<file path="config.mk">
export PLATFORM = sky130hd
export DESIGN_NAME = packet_port_device_flat
export DESIGN_NICKNAME = d
export VERILOG_FILES = /design/src/hdl/pkt_port_pkg.sv /design/src/hdl/host_packet_port_if.sv /design/src/hdl/packet_port_device.sv /design/src/flat_wrapper.sv
export SDC_FILE = /design/constraint.sdc
export NUM_CORES = 2
export LEC_CHECK = 0
export ABC_AREA = 1
export BUFFER_PORTS_ARGS = -buffer_cell sky130_fd_sc_hd__buf_2
export CORE_MARGIN = 2
export CORE_UTILIZATION = 45
export DETAILED_ROUTE_END_ITERATION = 16
export SLEW_MARGIN = 20
export SYNTH_ARGS = -nofsm -noshare
export SYNTH_HDL_FRONTEND = slang
export SYNTH_SLANG_ARGS = --single-unit
</file>
<file path="constraint.sdc">
create_clock -name clk -period 6.85 [get_ports clk]
set_input_delay 0.685 -clock clk [delete_from_list [all_inputs] [get_ports clk]]
set_output_delay 0.685 -clock clk [all_outputs]
set_load 0.01 [all_outputs]
</file>
<file path="src/hdl/pkt_port_pkg.sv">
// constants shared by both ends of the host packet port
package pkt_port_pkg;

  // ****************************************
  // fifo geometry
  // ****************************************
  localparam int          TX_DEPTH = 16;
  localparam int          TX_AW    = 4;
  localparam int          RX_DEPTH = 32;
  localparam int          RX_AW    = 5;

  // ****************************************
  // in-band word fields
  // ****************************************
  localparam int          LEN_MSB       = 15;
  localparam int          INFO_MSB      = 23;
  localparam int          STAT_PAD_LSB  = 3;
  localparam int          STAT_UFL_BIT  = 2;
  localparam int          STAT_TAIL_BIT = 1;
  localparam int          STAT_CRC_BIT  = 0;
  localparam logic [31:0] ZERO_WORD     = 32'h0000_0000;

  // ****************************************
  // apb register map of the host controller
  // ****************************************
  localparam logic [7:0]  STATUS_OFS   = 8'h00;
  localparam logic [7:0]  TX_FIFO_OFS  = 8'h04;
  localparam logic [7:0]  RX_FIFO_OFS  = 8'h08;
  localparam int          ST_TX_READY_FLAG_BIT = 0;
  localparam int          ST_RX_READY_FLAG_BIT = 1;
  localparam int          ST_EOT_BIT   = 2;

  typedef enum logic [1:0] {
    TXP_LEN  = 2'b00,
    TXP_MASK = 2'b01,
    TXP_DATA = 2'b10
  } tx_parse_t;

  typedef enum logic [1:0] {
    RXB_HEAD = 2'b00,
    RXB_DATA = 2'b01,
    RXB_PAD  = 2'b10,
    RXB_STAT = 2'b11
  } rx_build_t;

  typedef enum logic [1:0] {
    HC_IDLE = 2'b00,
    HC_READ = 2'b01
  } host_state_t;

  // byte order swap for big endian hosts
  function automatic logic [31:0] byte_swap(input logic [31:0] w, input logic big);
    byte_swap = big ? {w[7:0], w[15:8], w[23:16], w[31:24]} : w;
  endfunction : byte_swap

endpackage : pkt_port_pkg

</file>
<file path="src/hdl/host_packet_port_if.sv">
// word port between host bus controller and packet port device
`timescale 1ns/1ps
interface host_packet_port_if;
  logic        wr_en;
  logic [31:0] wr_data;
  logic        rd_en;
  logic [31:0] rd_data;
  logic        rd_valid;
  logic        tx_ready_pin_n;
  logic        rx_request_pin;
  logic        rx_end_pin;

  modport dev (
    input  wr_en, wr_data, rd_en,
    output rd_data, rd_valid, tx_ready_pin_n, rx_request_pin, rx_end_pin
  );
  modport host (
    output wr_en, wr_data, rd_en,
    input  rd_data, rd_valid, tx_ready_pin_n, rx_request_pin, rx_end_pin
  );
endinterface : host_packet_port_if

</file>
<file path="src/hdl/packet_port_device.sv">
// packet port device: tx word fifo toward switch, rx word fifo toward host
// Behaviour
// slave only; host moves every word
// host checks tx ready before writing
// host writes length, mask, then payload
// host pads last transmit payload word
// rx ready set while receive data waits
// frame end flagged by status bit, pin
// next-to-last word is padded last data; with pad_64 and an odd payload count the code puts a zero pad word there
// final word is frame status word
// tx_ready_pin_n low while fifo has room
// dma writes only while tx ready
// rx_request_pin high while word available
// rx_end_pin asserted while status word read
// selectable 32 or 64 bit padding
// request drops at read when queue empty
// request drops with end pin and data
// endianness only moves payload bytes
// control words identical in both orders
// status word padding, underflow, tail, crc
// header word port, action, priority, vlan
// second word always mask, ignored normal
// full fifo drops writes, queue intact
// empty read returns zero, queue unchanged
//
// Design decisions made here: the register offsets and the APB register port.
`timescale 1ns/1ps
module packet_port_device
  import pkt_port_pkg::*;
(
  // clock and reset
  input  wire logic        clk,
  input  wire logic        reset,
  // host side
  host_packet_port_if.dev  hp,
  // configuration
  input  wire logic        big_endian,
  input  wire logic        pad_64,
  input  wire logic        normal_forward,
  // frames toward switch
  output logic             tx_out_valid,
  input  wire logic        tx_out_ready,
  output logic [31:0]      tx_out_data,
  output logic             tx_out_last,
  output logic [15:0]      tx_out_len,
  output logic [31:0]      tx_out_dest_mask,
  // frames from switch
  input  wire logic        rx_in_valid,
  output logic             rx_in_ready,
  input  wire logic [31:0] rx_in_data,
  input  wire logic        rx_in_last,
  input  wire logic [1:0]  rx_in_invalid_bytes,
  input  wire logic [23:0] rx_in_info,
  input  wire logic [2:0]  rx_in_err
);

  // ****************************************
  // transmit fifo
  // ****************************************
  logic [31:0]      tx_mem [TX_DEPTH];
  logic [TX_AW-1:0] tx_wp_reg;
  logic [TX_AW-1:0] tx_rp_reg;
  logic [TX_AW:0]   tx_cnt_reg;
  logic [TX_AW:0]   tx_cnt_next;
  logic             tx_push;
  logic             tx_pop;
  logic [31:0]      tx_head;
  tx_parse_t        txp_reg;
  logic [13:0]      tx_left_reg;
  logic             tx_slot_free;

  assign tx_push      = hp.wr_en && (tx_cnt_reg != TX_DEPTH[TX_AW:0]);
  assign tx_head      = tx_mem[tx_rp_reg];
  assign tx_slot_free = !tx_out_valid || tx_out_ready;
  assign tx_pop       = (tx_cnt_reg != '0) && ((txp_reg != TXP_DATA) || tx_slot_free);
  assign tx_cnt_next  = tx_cnt_reg + {{TX_AW{1'b0}}, tx_push} - {{TX_AW{1'b0}}, tx_pop};

  always_ff @(posedge clk) begin
    if (tx_push) begin
      tx_mem[tx_wp_reg] <= hp.wr_data;
    end
  end

  always_ff @(posedge clk or posedge reset) begin
    if (reset) begin
      tx_wp_reg  <= '0;
      tx_rp_reg  <= '0;
      tx_cnt_reg <= '0;
    end else begin
      tx_wp_reg  <= tx_wp_reg + TX_AW'(tx_push);
      tx_rp_reg  <= tx_rp_reg + TX_AW'(tx_pop);
      tx_cnt_reg <= tx_cnt_next;
    end
  end

  always_ff @(posedge clk or posedge reset) begin
    if (reset) begin
      hp.tx_ready_pin_n <= 1'b1;
    end else begin
      hp.tx_ready_pin_n <= (tx_cnt_next == TX_DEPTH[TX_AW:0]);
    end
  end

  // ****************************************
  // transmit word parser
  // ****************************************
  always_ff @(posedge clk or posedge reset) begin
    if (reset) begin
      txp_reg          <= TXP_LEN;
      tx_left_reg      <= '0;
      tx_out_len       <= '0;
      tx_out_dest_mask <= '0;
      tx_out_valid     <= 1'b0;
      tx_out_data      <= '0;
      tx_out_last      <= 1'b0;
    end else begin
      if (tx_out_valid && tx_out_ready) begin
        tx_out_valid <= 1'b0;
      end
      if (tx_pop) begin
        case (txp_reg)
          TXP_LEN: begin
            tx_out_len  <= tx_head[LEN_MSB:0];
            tx_left_reg <= 14'((17'(tx_head[LEN_MSB:0]) + 17'd3) >> 2);
            txp_reg     <= TXP_MASK;
          end
          TXP_MASK: begin
            tx_out_dest_mask <= normal_forward ? ZERO_WORD : tx_head;
            txp_reg          <= (tx_left_reg == '0) ? TXP_LEN : TXP_DATA;
          end
          default: begin
            tx_out_valid <= 1'b1;
            tx_out_data  <= byte_swap(tx_head, big_endian);
            tx_out_last  <= (tx_left_reg == 14'd1);
            tx_left_reg  <= tx_left_reg - 14'd1;
            if (tx_left_reg == 14'd1) begin
              txp_reg <= TXP_LEN;
            end
          end
        endcase
      end
    end
  end

  // ****************************************
  // receive fifo, bit 32 marks the status word
  // ****************************************
  logic [32:0]      rx_mem [RX_DEPTH];
  logic [RX_AW-1:0] rx_wp_reg;
  logic [RX_AW-1:0] rx_rp_reg;
  logic [RX_AW:0]   rx_cnt_reg;
  logic [RX_AW:0]   rx_cnt_next;
  logic             rx_push;
  logic             rx_pop;
  logic [32:0]      rx_wword;
  rx_build_t        rxb_reg;
  rx_build_t        rxb_next;
  logic             rx_room;
  logic             rx_beat;
  logic             pay_odd_reg;
  logic [31:0]      stat_reg;

  assign rx_room = (rx_cnt_reg != RX_DEPTH[RX_AW:0]);
  assign rx_beat = rx_in_valid && rx_in_ready;
  assign rx_pop  = hp.rd_en && (rx_cnt_reg != '0);

  always_comb begin
    rx_push  = 1'b0;
    rx_wword = {1'b0, ZERO_WORD};
    rxb_next = rxb_reg;
    case (rxb_reg)
      RXB_HEAD: begin
        if (rx_in_valid && rx_room) begin
          rx_push  = 1'b1;
          rx_wword = {1'b0, 8'h00, rx_in_info[INFO_MSB:0]};
          rxb_next = RXB_DATA;
        end
      end
      RXB_DATA: begin
        if (rx_beat) begin
          rx_push  = 1'b1;
          rx_wword = {1'b0, byte_swap(rx_in_data, big_endian)};
          if (rx_in_last) begin
            // an odd payload count leaves header+payload+status odd, so pad once
            rxb_next = (pad_64 && !pay_odd_reg) ? RXB_PAD : RXB_STAT;
          end
        end
      end
      RXB_PAD: begin
        if (rx_room) begin
          rx_push  = 1'b1;
          rxb_next = RXB_STAT;
        end
      end
      default: begin
        if (rx_room) begin
          rx_push  = 1'b1;
          rx_wword = {1'b1, stat_reg};
          rxb_next = RXB_HEAD;
        end
      end
    endcase
  end

  assign rx_cnt_next = rx_cnt_reg + {{RX_AW{1'b0}}, rx_push} - {{RX_AW{1'b0}}, rx_pop};

  always_ff @(posedge clk) begin
    if (rx_push) begin
      rx_mem[rx_wp_reg] <= rx_wword;
    end
  end

  always_ff @(posedge clk or posedge reset) begin
    if (reset) begin
      rx_wp_reg   <= '0;
      rx_rp_reg   <= '0;
      rx_cnt_reg  <= '0;
      rxb_reg     <= RXB_HEAD;
      pay_odd_reg <= 1'b0;
      stat_reg    <= '0;
      rx_in_ready <= 1'b0;
    end else begin
      rx_wp_reg   <= rx_wp_reg + RX_AW'(rx_push);
      rx_rp_reg   <= rx_rp_reg + RX_AW'(rx_pop);
      rx_cnt_reg  <= rx_cnt_next;
      rxb_reg     <= rxb_next;
      rx_in_ready <= (rxb_next == RXB_DATA) && (rx_cnt_next != RX_DEPTH[RX_AW:0]);
      if (rxb_reg == RXB_HEAD) begin
        pay_odd_reg <= 1'b0;
      end else if (rx_beat) begin
        pay_odd_reg <= !pay_odd_reg;
      end
      if (rx_beat && rx_in_last) begin
        stat_reg <= {26'h0, 1'b0, rx_in_invalid_bytes, rx_in_err};
      end
    end
  end

  // ****************************************
  // host read port
  // ****************************************
  always_ff @(posedge clk or posedge reset) begin
    if (reset) begin
      hp.rd_data        <= '0;
      hp.rd_valid       <= 1'b0;
      hp.rx_end_pin     <= 1'b0;
      hp.rx_request_pin <= 1'b0;
    end else begin
      hp.rd_valid       <= hp.rd_en;
      hp.rx_request_pin <= (rx_cnt_next != '0);
      if (rx_pop) begin
        hp.rd_data    <= rx_mem[rx_rp_reg][31:0];
        hp.rx_end_pin <= rx_mem[rx_rp_reg][32];
      end else begin
        hp.rd_data    <= hp.rd_en ? ZERO_WORD : hp.rd_data;
        hp.rx_end_pin <= 1'b0;
      end
    end
  end

endmodule : packet_port_device

</file>
<file path="src/flat_wrapper.sv">
// flat-port wrapper written by rule: the top's interface ports become plain ports
module packet_port_device_flat import pkt_port_pkg::*;
  (clk, reset, big_endian, pad_64, normal_forward, tx_out_valid, tx_out_ready, tx_out_data, tx_out_last, tx_out_len, tx_out_dest_mask, rx_in_valid, rx_in_ready, rx_in_data, rx_in_last, rx_in_invalid_bytes, rx_in_info, rx_in_err, hp_wr_en, hp_wr_data, hp_rd_en, hp_rd_data, hp_rd_valid, hp_tx_ready_pin_n, hp_rx_request_pin, hp_rx_end_pin);
  host_packet_port_if hp_i ();
  input  wire logic clk;
  input  wire logic reset;
  input  wire logic big_endian;
  input  wire logic pad_64;
  input  wire logic normal_forward;
  output logic tx_out_valid;
  input  wire logic tx_out_ready;
  output logic [31:0] tx_out_data;
  output logic tx_out_last;
  output logic [15:0] tx_out_len;
  output logic [31:0] tx_out_dest_mask;
  input  wire logic rx_in_valid;
  output logic rx_in_ready;
  input  wire logic [31:0] rx_in_data;
  input  wire logic rx_in_last;
  input  wire logic [1:0] rx_in_invalid_bytes;
  input  wire logic [23:0] rx_in_info;
  input  wire logic [2:0] rx_in_err;
  input wire logic [$bits(hp_i.wr_en)-1:0] hp_wr_en;
  input wire logic [$bits(hp_i.wr_data)-1:0] hp_wr_data;
  input wire logic [$bits(hp_i.rd_en)-1:0] hp_rd_en;
  output wire logic [$bits(hp_i.rd_data)-1:0] hp_rd_data;
  output wire logic [$bits(hp_i.rd_valid)-1:0] hp_rd_valid;
  output wire logic [$bits(hp_i.tx_ready_pin_n)-1:0] hp_tx_ready_pin_n;
  output wire logic [$bits(hp_i.rx_request_pin)-1:0] hp_rx_request_pin;
  output wire logic [$bits(hp_i.rx_end_pin)-1:0] hp_rx_end_pin;
  assign hp_i.wr_en = hp_wr_en;
  assign hp_i.wr_data = hp_wr_data;
  assign hp_i.rd_en = hp_rd_en;
  assign hp_rd_data = hp_i.rd_data;
  assign hp_rd_valid = hp_i.rd_valid;
  assign hp_tx_ready_pin_n = hp_i.tx_ready_pin_n;
  assign hp_rx_request_pin = hp_i.rx_request_pin;
  assign hp_rx_end_pin = hp_i.rx_end_pin;
  packet_port_device u_core (.clk(clk), .reset(reset), .hp(hp_i), .big_endian(big_endian), .pad_64(pad_64), .normal_forward(normal_forward), .tx_out_valid(tx_out_valid), .tx_out_ready(tx_out_ready), .tx_out_data(tx_out_data), .tx_out_last(tx_out_last), .tx_out_len(tx_out_len), .tx_out_dest_mask(tx_out_dest_mask), .rx_in_valid(rx_in_valid), .rx_in_ready(rx_in_ready), .rx_in_data(rx_in_data), .rx_in_last(rx_in_last), .rx_in_invalid_bytes(rx_in_invalid_bytes), .rx_in_info(rx_in_info), .rx_in_err(rx_in_err));
endmodule
</file>
==> metrics.md <==
| Metric | Value |
|---|---|
| Fraction of power consumed by sequential logic | `38.7%` |
| Max-capacitance violation count | `0` |
| Horiz. Die Dim | `398 um` |
| Crit. End Element | `flip-flop` |
| Number of global-route vias before repair | `roughly 44000` |
| Dpl cells | `between 7000 and 8000` |
| Share of the clock period used by the worst path | `around three fifths` |
| Share of the yosys chip area belonging to registers | `between 70 and 80%` |
| Number of levels the H-tree was split into | `4` |
| Std cell rows | `about 140` |
| Share of flip-flops with an asynchronous set or reset after synthesis | `under 10%` |
| Post-detailed-routing wire length | `195000 um` |
| Max-slew violations | `0` |
| Clock tree from TritonCTS | `yes` |
| Antenna violations before repair | `16` |
| Dominant register cell in the synthesized netlist | `sky130_fd_sc_hd__edfxtp_1` |
| Setup repair after global routing missed its margin | `no` |
| Total cell area at the placement stage | `73900 sq um` |
| Routed length per instance | `about 24 um` |
| Clock Path Buffers | `3` |
| Delay of the slowest critical-path stage | `a little under 0.8 ns` |
| Unique masters post-synth | `47` |
| DRT antenna net count | `0` |
| Total die area | `159000 sq um` |
| Boundary Pins | `approximately 220` |
| Number of clock sinks | `around 1700` |
| Dominant cell type by area after synthesis | `sky130_fd_sc_hd__edfxtp_1` |
| Portion of total power attributed to combinational logic | `35.3%` |
| Number of nets in the layout | `between 5000 and 6000` |
| Remaining global-route overflow | `0` |
| Starting utilization of the core area | `45.3%` |
| Area contributors post-synth | `sky130_fd_sc_hd__edfxtp_1 (67%), sky130_fd_sc_hd__dfrtp_1 (6.1%), sky130_fd_sc_hd__o21ai_0 (5.7%)` |
| Internal portion of total power | `~22 mW` |
| Share of final-layout standard cells stronger than drive strength 1 | `between 10% and 20%` |
| Total global-route track usage | `roughly a quarter` |
| Placer Congestion | `around 0.80` |
| Number of design rule violations left after detail routing | `0` |
| Tightest slew margin relative to the limit | `between 20% and 30%` |
| Cell at the slowest stage of the critical path | `sky130_fd_sc_hd__buf_12` |
| Ordered list of cells on the worst path | `inv_8 > buf_12 > o21ai_0 > o22ai_1 > o21ai_0 > o21ai_0 > and3_1` |
| First-pass iteration count of the detailed router | `5` |
| Drt first-iter violations | `approximately 4900` |
| Power dissipated by switching net loads | `approximately 14 mW` |
| Required @ worst endpoint | `around 7.5 ns` |
| Mapped cell area | `between 60000 and 70000 sq um` |
| TritonCTS Buffers | `178` |
| Crit Path Class | `flip-flop to flip-flop` |
| Final non-filler cell area | `79700 sq um` |
| Average footprint of a synthesized cell | `approximately 12 sq um` |
| Highest clock frequency the design can meet | `approximately 0.24 GHz` |
| Type of origin of the critical path | `flip-flop` |
| Post-cts gate resize count | `0` |
| Register with the most flip-flops | `u_core.rx_mem` |
| Number of flip-flops under the largest register name | `between 1000 and 1500` |
| Area Overhead vs Synth | `14.0%` |
| Post-layout minimum cycle time | `4.09 ns` |
| Total power draw | `around 37 mW` |
| Clock network fraction of total power | `a little over a quarter` |
| Cell Pwr Density | `roughly 460 nW/um^2` |
| Clock latency at the later pin of the worst-skew pair | `between 0.8 and 0.9 ns` |
| Number of hold violations in the final report | `0` |
| Synthesized netlist net count | `between 5000 and 6000` |
| Vias per cell | `around 5.7` |
| Post-CTS setup buffer count | `0` |
| Number of enable flip-flop cells after synthesis | `1568` |
| Final Non-Filler Cells | `approximately 8000` |
| Biggest registers after layout | `u_core.rx_mem: 1056 flops, u_core.tx_mem: 512 flops` |
| Clock root buffer | `sky130_fd_sc_hd__clkbuf_16` |
| #FFs+latches synth | `approximately 1700` |
| Count of yosys warnings during synthesis | `0` |
| Number of inserted filler cells in the final layout | `13200` |
| Run status | `completed` |
| Die height | `between 300 and 400 um` |
| Leakage power | `28.0 nW` |
| Hold-fix buffers, CTS | `0` |
| Final core utilization | `about half` |
| Final setup violation count | `0` |
| Accumulated negative setup slack | `0 ns` |
| Worst EP arrival | `about 4.7 ns` |
| Via Count | `45600` |
| Clock skew after layout | `around 0.033 ns` |
| Area share of the largest cell type after synthesis | `67.3%` |
| Commonest cells post-synth | `sky130_fd_sc_hd__edfxtp_1 (1568), sky130_fd_sc_hd__nor2_1 (807), sky130_fd_sc_hd__o21ai_0 (798)` |
| First-pass GRT wire length | `between 200000 and 300000 um` |
| Maximum fanout along the worst path | `218` |
| Cell count after synthesis | `about 5600` |
| Slew of the pin with the lowest slew margin | `1.17 ns` |
| Maximum vdd ir drop | `0.471 mV` |
| Count of input and output buffers | `221` |
| Worst min path class | `primary input to asynchronous set/reset pin` |
| Worst path most repeated cell | `sky130_fd_sc_hd__o21ai_0` |
| Core outline area | `~150000 sq um` |
| Clock transition at path regs | `~0.06 ns` |
| Post-DP HPWL | `around 110000 um` |
| Count leader, synth | `sky130_fd_sc_hd__edfxtp_1` |
| Switch share | `between 30% and 40%` |
| Maximum number of pins on one net before global-route repair | `roughly 220` |
-- power by group through the flow --
stage	sequential, mW	clock [mW]	combinational (mW)
2_1_floorplan	14.2	0	7.84
3_3_place_gp	14.4	0	12.7
3_5_place_dp	14.4	0	12.9
4_1_cts	14.1	9.65	12.9
5_1_grt	14.3	10.1	14.1
6_report	14.2	9.51	12.9
-- worst max-delay path, delay by kind of cell (launching register included) --
family	cells	cell delay, ns
flops	1	0.77
compound gates	4	0.95
simple gates	1	0.48
buf+inv	2	1.56
-- routing by layer --
layer  up-vias  track usage (%)  wire, um
met1     22900             32.5     78900
met3       309             4.13     13600
li1      20700                -         -
met4        18             8.05      5760
met2      1709             40.4     96500
met5         -                0       101
-- cells by family (layout without fill, tap and decap cells) --
kind of cell | Yosys count | count (layout) | share of synthesized area, %
AND/OR/NAND/NOR | 1889 | 1889 | 11.0
other | 0 | 2 | 0
AO/OA/AOI/OAI | 1278 | 1278 | 10.5
adder cells (fa/ha/maj) | 28 | 28 | 0.522
XOR/XNOR | 24 | 24 | 0.301
buffers and inverters | 637 | 937 | 3.75
multiplexers | 24 | 24 | 0.352
flip-flops | 1740 | 1740 | 73.5
-- area by class of cell --
class	instances	area, sq um	area share, %
diodes	2	5.00	0.00628
clock buffers	228	4710	5.91
clock inverters	106	1010	1.26
inverters	272	1050	1.32
multi-input cells	3243	16600	20.8
flip-flops and latches	1740	51400	64.5
well taps	2044	2560	3.21
repair buffers	331	2360	2.96
-- worst paths after layout --
path                                             start                           to  slack (ns)  depth (start not counted)
min in group clk                          tx_out_ready          u_core.tx_out_valid        0.09                          2
max                                u_core.rx_rp_reg[0]         u_core.hp.rx_end_pin        2.76                          7
max in group asynchronous                        reset          u_core.rx_rp_reg[2]        5.17                          3
min reg2reg                u_core.tx_out_dest_mask[22]  u_core.tx_out_dest_mask[22]        0.48                          2
min                                              reset     u_core.hp.rx_request_pin        0.05                          2
max reg2reg                        u_core.rx_rp_reg[0]         u_core.hp.rx_end_pin        2.76                          7
-- layout by cell type (no fill, tap or decap), types with 164 or more instances in the layout --
cell,count
sky130_fd_sc_hd__nor2_1,757
sky130_fd_sc_hd__o22ai_1,178
sky130_fd_sc_hd__nand3_1,281
sky130_fd_sc_hd__inv_1,252
sky130_fd_sc_hd__dfrtp_1,164
sky130_fd_sc_hd__nand2_1,692
sky130_fd_sc_hd__buf_2,221
sky130_fd_sc_hd__o21ai_0,779
sky130_fd_sc_hd__clkbuf_16,179
sky130_fd_sc_hd__edfxtp_1,1568
-- through the flow --
stage	hold slack, ns	setup slack, ns
floorplan	0.465	1.51
global placement	0.466	2.70
detailed placement	0.470	2.79
CTS	0.0400	2.89
global route	0.0524	2.60
finish	0.0474	2.76
Power figures use the tool's default switching activity.
